### src/verilog/vfd_cfg.svh
/*
  constants of the field detection front end: register offset, bit positions,
  reset values and timing counts.
  assumes inclusion by bare name from the design files.
*/
`ifndef VFD_CFG_SVH
`define VFD_CFG_SVH

`define VFD_REG_INIT_OFFSET  8'h00
`define VFD_BIT_MODE_LO      0
`define VFD_BIT_MODE_HI      1
`define VFD_BIT_VEDGE        2
`define VFD_BIT_HPOL         3
`define VFD_BIT_VKIND        4
`define VFD_BIT_REGSET_FIX   5
`define VFD_BIT_REGSET_INV   6
`define VFD_INIT_RESET       8'h00
`define VFD_FREE_LINES       16'h0139
`define VFD_NOISE_TOL        16'h0004
`define VFD_FREERUN_SET      20'h003e7

`endif

### src/verilog/vfd_pkg.sv
/*
  types of the field detection front end.
  assumes nothing beyond a systemverilog compiler.
*/
package vfd_pkg;
  typedef enum logic [1:0] {
    VFD_MODE_DIRECT,
    VFD_MODE_NOISE,
    VFD_MODE_FREE,
    VFD_MODE_RSVD
  } vfd_mode_t;

  typedef enum logic [1:0] {
    VFD_ST_IDLE,
    VFD_ST_TRACK,
    VFD_ST_FREE
  } vfd_state_t;
endpackage

### src/verilog/vfd_cfg_if.sv
/*
  carrier of the decoded configuration between the register file and the core.
  assumes the register file drives it and the core only reads it.
*/
`timescale 1ns/100ps
`default_nettype none
interface vfd_cfg_if;
  vfd_pkg::vfd_mode_t mode;
  logic               vedge_fall;
  logic               hpol_high;
  logic               vkind_frame;
  logic               regset_fix;
  logic               regset_inv;
  modport regs (output mode, vedge_fall, hpol_high, vkind_frame, regset_fix, regset_inv);
  modport core (input mode, vedge_fall, hpol_high, vkind_frame, regset_fix, regset_inv);
endinterface
`default_nettype wire

### src/verilog/vfd_regs.sv
/*
  holds the initial settings register at subaddress 00h.
  assumes a decoded write strobe and byte address from the control bus slave.
*/
`timescale 1ns/100ps
`default_nettype none
`include "vfd_cfg.svh"
module vfd_regs (
  // clock and reset
  input  wire logic       sys_clk,
  input  wire logic       rstn,
  // register access
  input  wire logic       wr_en,
  input  wire logic [7:0] wr_addr,
  input  wire logic [7:0] wr_data,
  output logic      [7:0] rd_data,
  // decoded settings
  vfd_cfg_if.regs         cfg
);
  logic [7:0] init_q;
  logic [7:0] init_d;

  always_comb begin
    init_d = init_q;
    if (wr_en && wr_addr == `VFD_REG_INIT_OFFSET) begin
      init_d = wr_data;
    end
  end

  always_ff @(posedge sys_clk or negedge rstn) begin
    if (!rstn) begin
      init_q <= `VFD_INIT_RESET;
    end else begin
      init_q <= init_d;
    end
  end

  assign rd_data         = init_q;
  assign cfg.mode        = vfd_pkg::vfd_mode_t'({init_q[`VFD_BIT_MODE_HI], init_q[`VFD_BIT_MODE_LO]});
  assign cfg.vedge_fall  = init_q[`VFD_BIT_VEDGE];
  assign cfg.hpol_high   = init_q[`VFD_BIT_HPOL];
  assign cfg.vkind_frame = init_q[`VFD_BIT_VKIND];
  assign cfg.regset_fix  = init_q[`VFD_BIT_REGSET_FIX];
  assign cfg.regset_inv  = init_q[`VFD_BIT_REGSET_INV];

  a_reset_clears: assert property (@(posedge sys_clk) $rose(rstn) |-> init_q == `VFD_INIT_RESET)
    else $error("settings not cleared by reset");
endmodule
`default_nettype wire

### src/verilog/vfd_top.sv
/*
  field detection front end: derives the odd/even field from h and v sync.
  assumes syncs synchronous to sys_clk and a control bus slave giving byte writes.
*/
`timescale 1ns/100ps
`default_nettype none
`include "vfd_cfg.svh"
// How it works
// - mode 00 takes the field directly from the h and v sync timing.
// - mode 01 tracks the syncs but ignores field changes seen only once.
// - mode 10 runs the field on its own timer; code 11 is reserved.
// - the edge select bit picks rising (0) or falling (1) v sync edge.
// - the polarity bit says h sync is active low (0) or high (1).
// - reset clears every setting bit to zero.
// - the kind bit treats v as a v sync (0) or a frame sync (1).
// - with fix clear, the register set id toggles with the field.
// - the polarity bit also inverts both field id outputs.
module vfd_top (
  // clock and reset
  input  wire logic       sys_clk,
  input  wire logic       rstn,
  // control bus register access
  input  wire logic       wr_en,
  input  wire logic [7:0] wr_addr,
  input  wire logic [7:0] wr_data,
  output logic      [7:0] rd_data,
  // sync inputs
  input  wire logic       hsync_in,
  input  wire logic       vsync_in,
  // field outputs
  output logic            field_id_expansion_out,
  output logic            field_id_vram_out,
  output logic            regset_id
);
  vfd_cfg_if cfg ();

  vfd_regs u_regs (
    .sys_clk (sys_clk),
    .rstn    (rstn),
    .wr_en   (wr_en),
    .wr_addr (wr_addr),
    .wr_data (wr_data),
    .rd_data (rd_data),
    .cfg     (cfg)
  );

  ////////////////////////////////////////////////////////////////////////////
  // sync conditioning
  logic h_act;
  logic v_q;
  logic v_arm_q;
  logic v_edge;
  assign h_act  = hsync_in ~^ cfg.hpol_high;
  // no edge until v_q holds a real sample, so no false edge after reset
  assign v_edge = v_arm_q & (cfg.vedge_fall ? (v_q & ~vsync_in) : (~v_q & vsync_in));

  ////////////////////////////////////////////////////////////////////////////
  // field state
  vfd_pkg::vfd_state_t st_q;
  vfd_pkg::vfd_state_t st_d;
  logic        field_q;
  logic        field_d;
  logic        cand_q;
  logic        cand_d;
  logic [19:0] free_q;
  logic [19:0] free_d;

  function automatic logic raw_field(input logic h_at_edge, input logic frame_kind, input logic cur);
    // frame sync marks odd field start; v sync phase against h gives parity
    raw_field = frame_kind ? 1'b1 : h_at_edge;
  endfunction

  always_comb begin
    st_d     = st_q;
    field_d  = field_q;
    cand_d   = cand_q;
    free_d   = free_q;
    case (cfg.mode)
      vfd_pkg::VFD_MODE_DIRECT: begin
        st_d = vfd_pkg::VFD_ST_TRACK;
        if (v_edge) begin
          if (cfg.vkind_frame) begin
            field_d = 1'b1;
          end else begin
            field_d = raw_field(h_act, 1'b0, field_q);
          end
        end
      end
      vfd_pkg::VFD_MODE_NOISE: begin
        st_d = vfd_pkg::VFD_ST_TRACK;
        if (v_edge) begin
          // expected alternation; accept a break only when seen twice
          if (raw_field(h_act, cfg.vkind_frame, field_q) == ~field_q || cand_q) begin
            field_d = cfg.vkind_frame ? 1'b1 : raw_field(h_act, 1'b0, field_q);
            if (raw_field(h_act, cfg.vkind_frame, field_q) == field_q && !cand_q) begin
              field_d = ~field_q;
            end
            cand_d = 1'b0;
          end else begin
            field_d = ~field_q;
            cand_d  = 1'b1;
          end
        end
      end
      vfd_pkg::VFD_MODE_FREE: begin
        st_d = vfd_pkg::VFD_ST_FREE;
        if (free_q == 20'h00000) begin
          free_d  = `VFD_FREERUN_SET;
          field_d = ~field_q;
        end else begin
          free_d = free_q - 20'h00001;
        end
      end
      default: begin
        st_d = vfd_pkg::VFD_ST_IDLE;
      end
    endcase
  end

  always_ff @(posedge sys_clk or negedge rstn) begin
    if (!rstn) begin
      st_q     <= vfd_pkg::VFD_ST_IDLE;
      field_q  <= 1'b0;
      cand_q   <= 1'b0;
      free_q   <= `VFD_FREERUN_SET;
      v_q      <= 1'b0;
      v_arm_q  <= 1'b0;
    end else begin
      st_q     <= st_d;
      field_q  <= field_d;
      cand_q   <= cand_d;
      free_q   <= free_d;
      v_q      <= vsync_in;
      v_arm_q  <= 1'b1;
    end
  end

  ////////////////////////////////////////////////////////////////////////////
  // outputs
  logic exp_d;
  logic vram_d;
  logic rs_d;
  always_comb begin
    exp_d  = field_q ^ cfg.hpol_high;
    vram_d = field_q ^ cfg.hpol_high;
    rs_d   = (cfg.regset_fix ? 1'b1 : field_q) ^ cfg.regset_inv;
  end

  always_ff @(posedge sys_clk or negedge rstn) begin
    if (!rstn) begin
      field_id_expansion_out <= 1'b0;
      field_id_vram_out      <= 1'b0;
      regset_id              <= 1'b0;
    end else begin
      field_id_expansion_out <= exp_d;
      field_id_vram_out      <= vram_d;
      regset_id              <= rs_d;
    end
  end

  ////////////////////////////////////////////////////////////////////////////
  // checks
  a_direct_field: assert property (@(posedge sys_clk) disable iff (!rstn)
    (cfg.mode == vfd_pkg::VFD_MODE_DIRECT && v_edge && !cfg.vkind_frame) |=> field_q == $past(h_act))
    else $error("direct field mismatch");
  a_noise_once: assert property (@(posedge sys_clk) disable iff (!rstn)
    (cfg.mode == vfd_pkg::VFD_MODE_NOISE && v_edge && !cand_q) |=> field_q != $past(field_q))
    else $error("noise mode accepted single break");
  a_free_toggle: assert property (@(posedge sys_clk) disable iff (!rstn)
    (cfg.mode == vfd_pkg::VFD_MODE_FREE && $past(cfg.mode) == vfd_pkg::VFD_MODE_FREE && free_q == 20'h00000)
    |=> field_q != $past(field_q))
    else $error("free run did not toggle");
  a_rsvd_hold: assert property (@(posedge sys_clk) disable iff (!rstn)
    cfg.mode == vfd_pkg::VFD_MODE_RSVD |=> $stable(field_q))
    else $error("reserved mode moved field");
  a_edge_rise: assert property (@(posedge sys_clk) disable iff (!rstn)
    (!cfg.vedge_fall && $rose(vsync_in)) |-> v_edge)
    else $error("rising edge missed");
  a_edge_fall: assert property (@(posedge sys_clk) disable iff (!rstn)
    (cfg.vedge_fall && $fell(vsync_in)) |-> v_edge)
    else $error("falling edge missed");
  a_hpol_level: assert property (@(posedge sys_clk) disable iff (!rstn)
    h_act == (cfg.hpol_high ? hsync_in : ~hsync_in))
    else $error("h polarity wrong");
  a_frame_kind: assert property (@(posedge sys_clk) disable iff (!rstn)
    (cfg.mode == vfd_pkg::VFD_MODE_DIRECT && v_edge && cfg.vkind_frame) |=> field_q)
    else $error("frame sync not odd");
  a_regset_follow: assert property (@(posedge sys_clk) disable iff (!rstn)
    (!cfg.regset_fix && !cfg.regset_inv) |=> regset_id == $past(field_q))
    else $error("regset id not following");
  a_out_invert: assert property (@(posedge sys_clk) disable iff (!rstn)
    ##1 field_id_vram_out == ($past(field_q) ^ $past(cfg.hpol_high)))
    else $error("field out inversion wrong");
  a_noise_accept: assert property (@(posedge sys_clk) disable iff (!rstn)
    (cfg.mode == vfd_pkg::VFD_MODE_NOISE && v_edge && cand_q && !cfg.vkind_frame) |=> field_q == $past(h_act))
    else $error("noise mode ignored repeated break");
  a_free_quiet: assert property (@(posedge sys_clk) disable iff (!rstn)
    (rstn && cfg.mode == vfd_pkg::VFD_MODE_FREE && free_q != 20'h00000) |=> $stable(field_q))
    else $error("free run field moved early");
  a_free_reload: assert property (@(posedge sys_clk) disable iff (!rstn)
    (rstn && cfg.mode == vfd_pkg::VFD_MODE_FREE && free_q == 20'h00000) |=> free_q == `VFD_FREERUN_SET)
    else $error("free run timer not reloaded");
  a_state_track: assert property (@(posedge sys_clk) disable iff (!rstn)
    (rstn && (cfg.mode == vfd_pkg::VFD_MODE_DIRECT || cfg.mode == vfd_pkg::VFD_MODE_NOISE))
    |=> st_q == vfd_pkg::VFD_ST_TRACK)
    else $error("state not tracking");
  a_state_free: assert property (@(posedge sys_clk) disable iff (!rstn)
    (rstn && cfg.mode == vfd_pkg::VFD_MODE_FREE) |=> st_q == vfd_pkg::VFD_ST_FREE)
    else $error("state not free running");
  a_state_idle: assert property (@(posedge sys_clk) disable iff (!rstn)
    (rstn && cfg.mode == vfd_pkg::VFD_MODE_RSVD) |=> st_q == vfd_pkg::VFD_ST_IDLE)
    else $error("state not idle in reserved mode");
  a_regset_fixed: assert property (@(posedge sys_clk) disable iff (!rstn)
    (cfg.regset_fix && !cfg.regset_inv) |=> regset_id)
    else $error("regset id not fixed");
  a_regset_inv: assert property (@(posedge sys_clk) disable iff (!rstn)
    (!cfg.regset_fix && cfg.regset_inv) |=> regset_id == !$past(field_q))
    else $error("regset id not inverted");
  a_exp_invert: assert property (@(posedge sys_clk) disable iff (!rstn)
    1'b1 |=> field_id_expansion_out == ($past(field_q) ^ $past(cfg.hpol_high)))
    else $error("expansion field inversion wrong");
endmodule
`default_nettype wire

### config.mk
export PLATFORM = sky130hd
export DESIGN_NAME = vfd_top
export DESIGN_NICKNAME = d
export VERILOG_FILES = /design/src/verilog/vfd_pkg.sv /design/src/verilog/vfd_cfg_if.sv /design/src/verilog/vfd_regs.sv /design/src/verilog/vfd_top.sv
export VERILOG_INCLUDE_DIRS = /design/src /design/src/verilog
export SDC_FILE = /design/constraint.sdc
export NUM_CORES = 1
export LEC_CHECK = 0
export BUFFER_PORTS_ARGS = -buffer_cell sky130_fd_sc_hd__buf_2
export CORE_MARGIN = 8
export CORE_UTILIZATION = 44
export DETAILED_ROUTE_END_ITERATION = 6
export GPL_TIMING_DRIVEN = 1
export PLACE_DENSITY = 0.74
export SYNTH_ARGS = -nofsm -noshare
export SYNTH_HDL_FRONTEND = slang
export SYNTH_HIERARCHICAL = 1
export SYNTH_SLANG_ARGS = --single-unit
export TNS_END_PERCENT = 5
### constraint.sdc
create_clock -name sys_clk -period 5.4 [get_ports sys_clk]
set_input_delay 0.54 -clock sys_clk [delete_from_list [all_inputs] [get_ports sys_clk]]
set_output_delay 0.54 -clock sys_clk [all_outputs]
set_load 0.02 [all_outputs]
Word-level counts from Yosys, hierarchy flattened
Cells that the tools add are included.

Word-level logic and storage cells: 46. Register bits: 34. Input port bits: 21.

Add/sub/neg operators: 1. Eq/ne operators: 7. Bitwise operators: 9. Muxes and demuxes: 11. Reductions and logical operators: 10.

Operators with widths (count): zero test 20 bit (1); 2-to-1 mux 20 bit (1); subtractor 20 x 1 -> 20 bit (second input constant) (1); 2-to-1 mux 1 bit (9); zero test 8 bit (1); inequality test 2 bit (second input constant) (3); AND reduction 4 bit (1); bitwise AND 1 bit (3); NOT 1 bit (3); one-hot mux 1 bit (3 select lines) (1); nonzero test 3 bit (1); equality test 1 bit (2); equality test 2 x 1 -> 1 bit (second input constant) (1); equality test 2 bit (second input constant) (1); logical AND 1 bit (2); zero test 2 bit (1); AND reduction 2 bit (1); bitwise XOR 1 bit (2); zero test 1 bit (1); logical OR 1 bit (1); XNOR 1 bit (1).

Depth between registers and ports, before layout
Gate-level depths: netlist of run 1.

Depth in word-level cells: 8. Mapped depth: 9. Depth with buffers taken out: 6.

Hierarchy
Netlist of run 1, hierarchy kept.

By module, submodules not included: vfd_top (times used 1, area each 1480.2 um2, seq. area each 660.6 um2, cells each 139); vfd_regs (times used 1, area each 392.9 um2, seq. area each 200.2 um2, cells each 27).

Least setup slack after synthesis of run 1
Ideal clock, no wire load.

Kind: flip-flop to flip-flop. Start point: register u_regs.init_q[0], in the netlist u_regs/rd_data[0]. End point: register free_q[19]. Buffers on the path: 1. Period minus slack after synthesis: 1914 ps. Arrival time: 1786 ps. Cell stages (with the launch flop): 8. Path slack: 3486 ps. Cells stage by stage: dfrtp_1 inv_1 ha_1 buf_4 nor4b_4 and4b_1 nand3_1 mux2_1.

Longest elaborated chain between the ends: 1.

Ends and longest elaborated chain: start: declaration (line vfd_regs.sv:20) `logic [7:0] init_q;`; start signal: assignment (line vfd_regs.sv:32) `` init_q <= `VFD_INIT_RESET; ``; start signal: assignment (line vfd_regs.sv:34) `init_q <= init_d;`; equality test 2 bit (line vfd_top.sv:78) `case (cfg.mode)`; end signal: assignment (line vfd_top.sv:125) `` free_q <= `VFD_FREERUN_SET; ``; end signal: assignment (line vfd_top.sv:132) `free_q <= free_d;`; end: declaration (line vfd_top.sv:65) `logic [19:0] free_q;`.

No other way between the ends. A chain may end at the register's enable or synchronous reset.

Worst setup path after layout of run 1
Start point: register u_regs.init_q[0], in the netlist u_regs/rd_data[0]. End point: register free_q[11].

Same word-level chain as after synthesis.

==> results of run 1 <==
==> worst max path at each step <==
| stage | depth (start not counted) | slack [ps] | to | from |
|---|---|---|---|---|
| after detailed placement | 6 | 3220 | free_q[11] | u_regs/rd_data[0] |
| after CTS | 6 | 3180 | free_q[11] | u_regs/rd_data[0] |
| after floorplan | 7 | 3490 | free_q[19] | u_regs/rd_data[0] |
| final | 6 | 3210 | free_q[11] | u_regs/rd_data[0] |
| after global routing | 6 | 3010 | free_q[11] | u_regs/rd_data[0] |
| after global placement | 6 | 3300 | free_q[19] | u_regs/rd_data[0] |
==> worst max-delay path, stage by stage, from the launching register on <==
cell and delay [ps]:
dfrtp_1 400, inv_1 80, ha_1 310, nor4b_4 540
nand4b_1 270, or3_1 360, a21oi_1 160
==> sequential cells by signal, indices dropped and copies added (netlist names) <==
signal             count
v_arm_q                1
field_id_vram_out      1
regset_id              1
free_q                20
cand_q                 1
field_q                1
u_regs/rd_data         8
v_q                    1
==> cell usage in the layout, fill, tap and decap left out, types with 6 or more instances in the layout <==
master / count
dfstp_2: 8
buf_2: 31
xor2_1: 8
nor2_1: 14
dfrtp_1: 26
nand3_1: 6
nand2_1: 15
mux2_2: 10
clkbuf_8: 6
==> synth_stat cells (all sizes together), types with 4 or more instances <==
cell / count
dfrtp: 26
nand2: 15
nor2: 14
buf: 11
mux2: 11
dfstp: 8
xor2: 8
nand3: 7
a21oi: 5
ha: 5
nor3: 5
o21ai: 5
xnor2: 5
inv: 4
==> layout make-up <==
type                            instances  area share
Multi-Input combinational cell        116       0.432
Timing Repair Buffer                   31      0.0743
Sequential cell                        34       0.412
Clock buffer                            7      0.0414
Tap cell                               50      0.0300
Clock inverter                          1     0.00240
Inverter                                4     0.00719
==> cells by family after synthesis <==
group / count (synthesis) / synth area share
xor gates and xnor gates: 13 / 0.0608
DFF: 34 / 0.460
other: 1 / 0.00200
buffers and inverters: 16 / 0.0588
muxes: 11 / 0.0661
and+or+nand+nor: 65 / 0.244
AOI/OAI and AO/OA: 21 / 0.0748
adders and majority gates: 5 / 0.0334
==> power groups by stage <==
stage | logic (mW) | clock network [mW] | registers (mW)
global route | 0.322 | 0.208 | 0.456
global placement | 0.280 | 0 | 0.444
detailed placement | 0.284 | 0 | 0.447
CTS | 0.285 | 0.201 | 0.443
floorplan | 0.243 | 0 | 0.432
finish | 0.280 | 0.192 | 0.441
==> routing by layer <==
metal | global-route usage | part of all wire | up-vias | wire (µm)
li1 | - | - | 634 | -
met1 | 0.132 | 0.48 | 617 | 1580
met2 | 0.188 | 0.46 | 32 | 1510
met3 | 0.0497 | 0.060 | 3 | 198
met4 | 0.0375 | 0.0090 | 0 | 30
met5 | 0 | 0 | - | 0
==> stage by stage <==
stage | instance area, µm² | total power [mW]
6_report | 2090 | 0.913
5_1_grt | 2090 | 0.985
4_1_cts | 2090 | 0.930
3_5_place_dp | 2000 | 0.731
3_3_place_gp | 2000 | 0.724
2_1_floorplan | 1870 | 0.675
==> results_dict.tcl, run 1 <==
set metrics [dict create \
    hold_viol 0 \
    period_needed_ps 2190 \
    design.die.area_um2 6600 \
    yosysTopAreaCell "dfrtp_1" \
    leakagePower_nw 0.993 \
    gp_congestion 0.775 \
    stdcell_count 243 \
    switching_share 0.365 \
    post-route-drc-count 0 \
    endpoint_kind "flop" \
    rows 23 \
    routed_wl_um 3320 \
    io-pin-count 32 \
    grt_overflow 0 \
    arrival_ps 2400 \
    reg2reg_to "free_q[11]" \
    yosys_warnings 6 \
    synth.avg_cell_area_um2 11.3 \
    drv_slew 0 \
    cts.sinks 34 \
    antenna_found_initial 0 \
    ctsRootBufferMaster "clkbuf_8" \
    floorplan.initialDensity 0.462 \
    r2r_start "u_regs/rd_data[0]" \
    vias_per_cell 5.29 \
    synth_top_area_share 0.347 \
    diodes 0 \
    fillers 364 \
    reg2reg_slack_ps 3210 \
    p_int_mw 0.580 \
    skew_ps 3.03 \
    vias 1286 \
    die_h_um 81.2 \
    status "finished clean" \
    path_max_fanout 9 \
    grt_max_degree 35 \
    synth-seq-area-share 0.460 \
    ir_drop_mv 0.171 \
    max_freq_mhz 456 \
    wl_per_cell_um 13.7 \
    postCtsResizedCells 0 \
    setup_viol 0 \
    switchingPower_mw 0.333 \
    hold_class "in -> async" \
    finalSetupTns_ps 0 \
    finalCritPeriodShare 0.406 \
    slew_headroom 0.499 \
    htree_num_levels 2 \
    multi_input_comb_area_um2 902 \
    path_clk_slew_ps 70 \
    port_buffers 31 \
    die_w_um 81.2 \
    dr.pass1.iters 4 \
    async_reset_ff_frac 1.00 \
    cts_tree "yes" \
    grt_pass1_wl_um 6010 \
    grt_use_total 0.115 \
    final_core_util 0.514 \
    rsz0062_at_grt "no" \
    cts_buffers 5 \
    post-cts-setup-buffers 0 \
    grt_pass1_vias 1389 \
    dominantRegCellSynth "dfrtp_1" \
    share_comb_of_total_power 0.306 \
    pre_cts_ws_ps 3220 \
    syn-num-nets 192 \
    antenna_left 0 \
    worstPathRequired_ps 5610 \
    cp-start-kind "flop" \
    drv_cap 0 \
    drive_gt1_frac 0.342 \
    p_per_area_nw_per_um2 437 \
    ys_top_cells_by_area "dfrtp_1 (35%), dfstp_2 (11%), mux2_2 (6.0%), xor2_1 (3.7%), buf_4 (3.6%)" \
    core_um2 4060 \
    syn_inst 166 \
    drt-initial-drc-count 73 \
    synth_cell_types 45 \
    syn_area_um2 1870 \
    synth-seq-cells 34 \
    regArea_um2 861 \
    ff2ff_path_depth 6 \
    synthToLayoutAreaGrowth_pct 11.4 \
    holdWs_ps 322 \
    placedCellCount 235 \
    tightest_slew_ps 751 \
    synth_edf_count 0 \
    nets 218 \
    path_class "reg -> reg" \
    dp_hpwl_um 2460 \
    clockBufferDepth 2 \
    power.share.clock 0.210 \
    seq_power_share 0.483 \
    setup_ws_ps 3210 \
    cts_hold_buffers 0 \
    insertion_delay_ps 280 \
]
Power figures use the tool's default switching activity.
==> run 2: changes to the inputs <==
--- a/config.mk
+++ b/config.mk
@@ -11,7 +11,7 @@
 export CORE_UTILIZATION = 44
 export DETAILED_ROUTE_END_ITERATION = 6
 export GPL_TIMING_DRIVEN = 1
-export PLACE_DENSITY = 0.74
+export PLACE_DENSITY = 0.77
 export SYNTH_ARGS = -nofsm -noshare
 export SYNTH_HDL_FRONTEND = slang
 export SYNTH_HIERARCHICAL = 1
==> constraint.sdc (replaced) <==
create_clock -name sys_clk -period 1.87 [get_ports sys_clk]
set_input_delay 0.187 -clock sys_clk [delete_from_list [all_inputs] [get_ports sys_clk]]
set_output_delay 0.187 -clock sys_clk [all_outputs]
set_load 0.02 [all_outputs]
==> results_dict.tcl, run 2 (same netlist as run 1, synthesis figures left out) <==
set metrics [dict create \
    met1_usage 0.134 \
    holdPathEnd "v_q" \
    grt_pass1_vias 1410 \
    holdPathStages 1 \
    cp-start-kind "flop" \
    rows 23 \
    r2r_start "u_regs/rd_data[0]" \
    p_int_mw 1.75 \
    drive_gt1_frac 0.395 \
    die_w_um 81.2 \
    cts_buffers 5 \
    gp_congestion 0.787 \
    switching_share 0.363 \
    drv_slew 0 \
    power.share.clock 0.199 \
    switchingPower_mw 0.993 \
    diodes 0 \
    met2_usage 0.183 \
    floorplan.initialDensity 0.462 \
    min_from "vsync_in" \
    reg2reg_slack_ps 90 \
    rsz0062_at_grt "yes" \
    max_freq_mhz 562 \
    layout_common_cells "buf_2 (31), dfrtp_1 (26), nand2_1 (15)" \
    drt-initial-drc-count 28 \
    seq_power_share 0.460 \
    period_needed_ps 1780 \
    stdcell_count 255 \
    dr.pass1.iters 4 \
    mostFrequentLayoutCell "buf_2" \
    wl_per_cell_um 13.3 \
    path_class "reg -> reg" \
    nets 230 \
    top_usage_layer "met2" \
    skew_ps 4.25 \
    arrival_ps 1940 \
    antenna_found_initial 0 \
    grtUsageMet3 0.0408 \
    grt_use_total 0.112 \
    grt_max_degree 35 \
    design.die.area_um2 6600 \
    pre_cts_ws_ps 21.0 \
    insertion_delay_ps 280 \
    slew_headroom 0.508 \
    antenna_left 0 \
    regMostFlops "free_q" \
    ff2ff_path_depth 6 \
    vias_per_cell 5.29 \
    placedCellCount 245 \
    core_um2 4060 \
    path_max_fanout 5 \
    grt_overflow 0 \
    hold_viol 0 \
    share_comb_of_total_power 0.341 \
    post-route-drc-count 0 \
    cts.sinks 34 \
    synthToLayoutAreaGrowth_pct 18.1 \
    tightest_slew_ps 738 \
    reg2reg_to "free_q[19]" \
    ir_drop_mv 0.578 \
    leakagePower_nw 1.06 \
    grt_pass1_wl_um 5880 \
    routed_wl_um 3380 \
    port_buffers 31 \
    ctsRootBufferMaster "clkbuf_8" \
    p_per_area_nw_per_um2 1240 \
    cts_tree "yes" \
    io-pin-count 32 \
    dp_hpwl_um 2580 \
    worstPathRequired_ps 2030 \
    vias 1348 \
    htree_num_levels 2 \
    largest_register_ffs 20 \
    setup_viol 0 \
    hold_class "in -> reg" \
    die_h_um 81.2 \
    drv_cap 0 \
    endpoint_kind "flop" \
    status "finished clean" \
    setup_ws_ps 91.4 \
    finalCritPeriodShare 0.951 \
    fillers 374 \
    path_clk_slew_ps 70 \
    clockBufferDepth 2 \
]
==> run 2: layer usage <==
layer / wire (µm) / part of all wire
met3: 169 / 0.050
met2: 1550 / 0.46
met1: 1640 / 0.48
met4: 23 / 0.0068
met5: 0 / 0
==> run 2: stage by stage <==
stage	util	power, mW	hold slack [ps]	setup TNS (ps)	area (µm²)
global route	0.545	2.93	30.0	-16.4	2210
global placement	0.513	2.17	295	0	2080
detailed placement	0.513	2.19	296	0	2080
finish	0.545	2.74	38.2	0	2210
CTS	0.540	2.75	29.7	0	2190
floorplan	-	1.95	-109	-75.7	1870
==> run 2: worst max path at each step <==
stage                            from         end  depth (start not counted)
finish              u_regs/rd_data[0]  free_q[19]                          6
global route               free_q[11]  free_q[19]                          4
CTS                 u_regs/rd_data[0]  free_q[19]                          6
detailed placement  u_regs/rd_data[0]  free_q[15]                          6
global placement            free_q[1]     field_q                          6
floorplan           u_regs/rd_data[0]  free_q[19]                          7
==> run 2: layout make-up <==
type | instances | area, µm² | share of cell area
clock buffer | 7 | 86.3 | 0.0390
clock inverter | 1 | 5.00 | 0.00226
inverter | 4 | 15.0 | 0.00679
multi-input combinational | 116 | 922 | 0.417
sequential | 34 | 861 | 0.389
tap | 50 | 62.6 | 0.0283
timing repair buffer | 43 | 260 | 0.118
==> run 2: worst max-delay path, cell delays in order, from the launching register on <==
cell and delay [ps]:
dfrtp_1 390, inv_2 90, ha_4 150, nor4b_4 330
and4b_1 290, nand3_1 90, mux2_1 330
==> run 2: what timing repair did <==
action / CTS / global route
buffers inserted: 1 / 0
hold buffers: 1 / 0
hold endpoints to repair: 26 / 0
pin swaps: 0 / 2
gates resized for setup: 0 / 6
endpoints found under the setup margin: 2 / 21
cloned: 0 / 0
==> run 2: power groups by stage <==
| stage | combinational (mW) | clock, mW | sequential, mW |
|---|---|---|---|
| 4_1_cts | 0.928 | 0.565 | 1.26 |
| 3_5_place_dp | 0.920 | 0 | 1.27 |
| 6_report | 0.935 | 0.545 | 1.26 |
| 2_1_floorplan | 0.701 | 0 | 1.25 |
| 3_3_place_gp | 0.910 | 0 | 1.26 |
| 5_1_grt | 1.04 | 0.600 | 1.29 |
==> run 3: changes to the inputs <==
--- a/config.mk
+++ b/config.mk
@@ -11,7 +11,7 @@
 export CORE_UTILIZATION = 44
 export DETAILED_ROUTE_END_ITERATION = 6
 export GPL_TIMING_DRIVEN = 1
-export PLACE_DENSITY = 0.77
+export PLACE_DENSITY = 0.74
 export SYNTH_ARGS = -nofsm -noshare
 export SYNTH_HDL_FRONTEND = slang
 export SYNTH_HIERARCHICAL = 1
==> constraint.sdc (replaced) <==
create_clock -name sys_clk -period 2.1 [get_ports sys_clk]
set_input_delay 0.21 -clock sys_clk [delete_from_list [all_inputs] [get_ports sys_clk]]
set_output_delay 0.21 -clock sys_clk [all_outputs]
set_load 0.02 [all_outputs]
==> results_dict.tcl, run 3 (same netlist as run 1, synthesis figures left out) <==
set metrics [dict create \
    placed_cell_area_um2 2030 \
    wl_met2_um 1570 \
    cp_top_family "flip-flops" \
    ctsRootBufferMaster "clkbuf_8" \
    drt-met1-wl_um 1610 \
    routed_wl_um 3420 \
    drive_gt1_frac 0.369 \
    largest_register_ffs 20 \
    layout_common_cells "buf_2 (31), dfrtp_1 (26), nand2_1 (15)" \
    vias_per_cell 5.24 \
    path_buf_inv 1 \
    antenna_left 0 \
    maxUsedRoutingLayer "met4" \
    stdcell_count 248 \
    fillers 357 \
    insertion_delay_ps 280 \
    grt_use_total 0.121 \
    drv_slew 0 \
    finalPower_mw 2.46 \
    die_h_um 81.2 \
    cp-start-kind "flop" \
    synthToLayoutAreaGrowth_pct 14.5 \
    leakagePower_nw 1.03 \
    gp_congestion 0.784 \
    regArea_um2 861 \
    violations "negative hold slack" \
    path_clk_slew_ps 70 \
    cts_tree "yes" \
    setup_viol 0 \
    final_core_util 0.529 \
    slowest_delay_ps 580 \
    hold_viol 26 \
    io-pin-count 32 \
    cts_buffers 5 \
    tightest_slew_ps 734 \
    clockBufferDepth 2 \
    skew_ps 2.19 \
    holdWs_ps -16.0 \
    status "complete, but fails checks" \
    final_area_um2 2140 \
    finalSetupTns_ps 0 \
    antenna_found_initial 0 \
    ir_drop_mv 0.486 \
    floorplan.initialDensity 0.462 \
    dp_hpwl_um 2630 \
    slew_headroom 0.511 \
    port_buffers 31 \
    multi_input_comb_area_um2 903 \
    vias 1299 \
    drt-initial-drc-count 58 \
    crit_slowest_cell "dfstp_2" \
    diodes 0 \
    mostFrequentLayoutCell "buf_2" \
    drv_cap 0 \
    max_freq_mhz 529 \
    grt_pass1_wl_um 6230 \
    hold_class "in -> async" \
    path_class "reg -> reg" \
    cts_hold_buffers 0 \
    dr.pass1.iters 4 \
    rsz0062_at_grt "no" \
    placedCellCount 239 \
    grt_overflow 0 \
    post-route-drc-count 0 \
    p_per_area_nw_per_um2 1150 \
    grt_max_degree 35 \
    dr_wl_met3_um 200 \
    wl_per_cell_um 13.8 \
    nets 223 \
    period_needed_ps 1890 \
    finalCritPeriodShare 0.900 \
    arrival_ps 2060 \
    cts.sinks 34 \
    core_um2 4060 \
    grt_pass1_vias 1434 \
    endpoint_kind "flop" \
    worstPathRequired_ps 2270 \
    rows 23 \
    path_max_fanout 7 \
    regMostFlops "free_q" \
    htree_num_levels 2 \
    crit_chain "inv_1 > ha_1 > nor4bb_1 > and4_1 > a31oi_1 > mux2_2" \
    die_w_um 81.2 \
    design.die.area_um2 6600 \
]
## run 3: final cells by class
| type | instances | area share |
|---|---|---|
| inverter | 4 | 0.00700 |
| clock buffer | 8 | 0.0513 |
| sequential | 34 | 0.401 |
| multi-input combinational | 116 | 0.421 |
| timing repair buffer | 36 | 0.0898 |
| tap | 50 | 0.0292 |
## run 3: layer usage
layer	up-vias	track usage
met5	-	0
met4	0	0.0375
met3	4	0.0530
met2	35	0.190
met1	621	0.146
li1	639	-
## run 3: stage by stage
step / hold slack [ps] / setup WS [ps]
3_3_place_gp: 315 / 190
5_1_grt: 42.6 / 38.9
4_1_cts: 8.19 / 144
2_1_floorplan: -85.6 / 186
6_report: -16.0 / 210
3_5_place_dp: 321 / 163
## run 3: repair_timing
action,in CTS,in global routing
resized for setup,0,1
setup endpoints to repair,0,9
buffers inserted,0,1
## run 3: worst register-to-register path: stages (launching register included)
cell and delay, ps:
dfstp_2 580, inv_1 70, ha_1 190, nor4bb_1 120, and4_1 260, a31oi_1 210, mux2_2 350
## run 3: report_power, final
part | switching [mW] | internal (mW) | total [mW]
Clock | 0.229 | 0.331 | 0.560
Combinational | 0.402 | 0.364 | 0.766
Sequential | 0.239 | 0.899 | 1.14
Total | 0.870 | 1.59 | 2.46
## run 3: path summary, 6_finish.rpt
| kind | start | endpoint | slack, ps | cells past startpoint |
|---|---|---|---|---|
| worst max-delay path | free_q[0] | field_q | 210 | 6 |
| worst min-delay path | rstn | free_q[3] | -20 | 1 |
| worst max register to register | free_q[0] | field_q | 210 | 6 |
| worst min register to register | u_regs/rd_data[6] | regset_id | 500 | 1 |
| max in group asynchronous | rstn | free_q[16] | 1650 | 1 |
| min in group sys_clk | vsync_in | v_q | 60 | 1 |
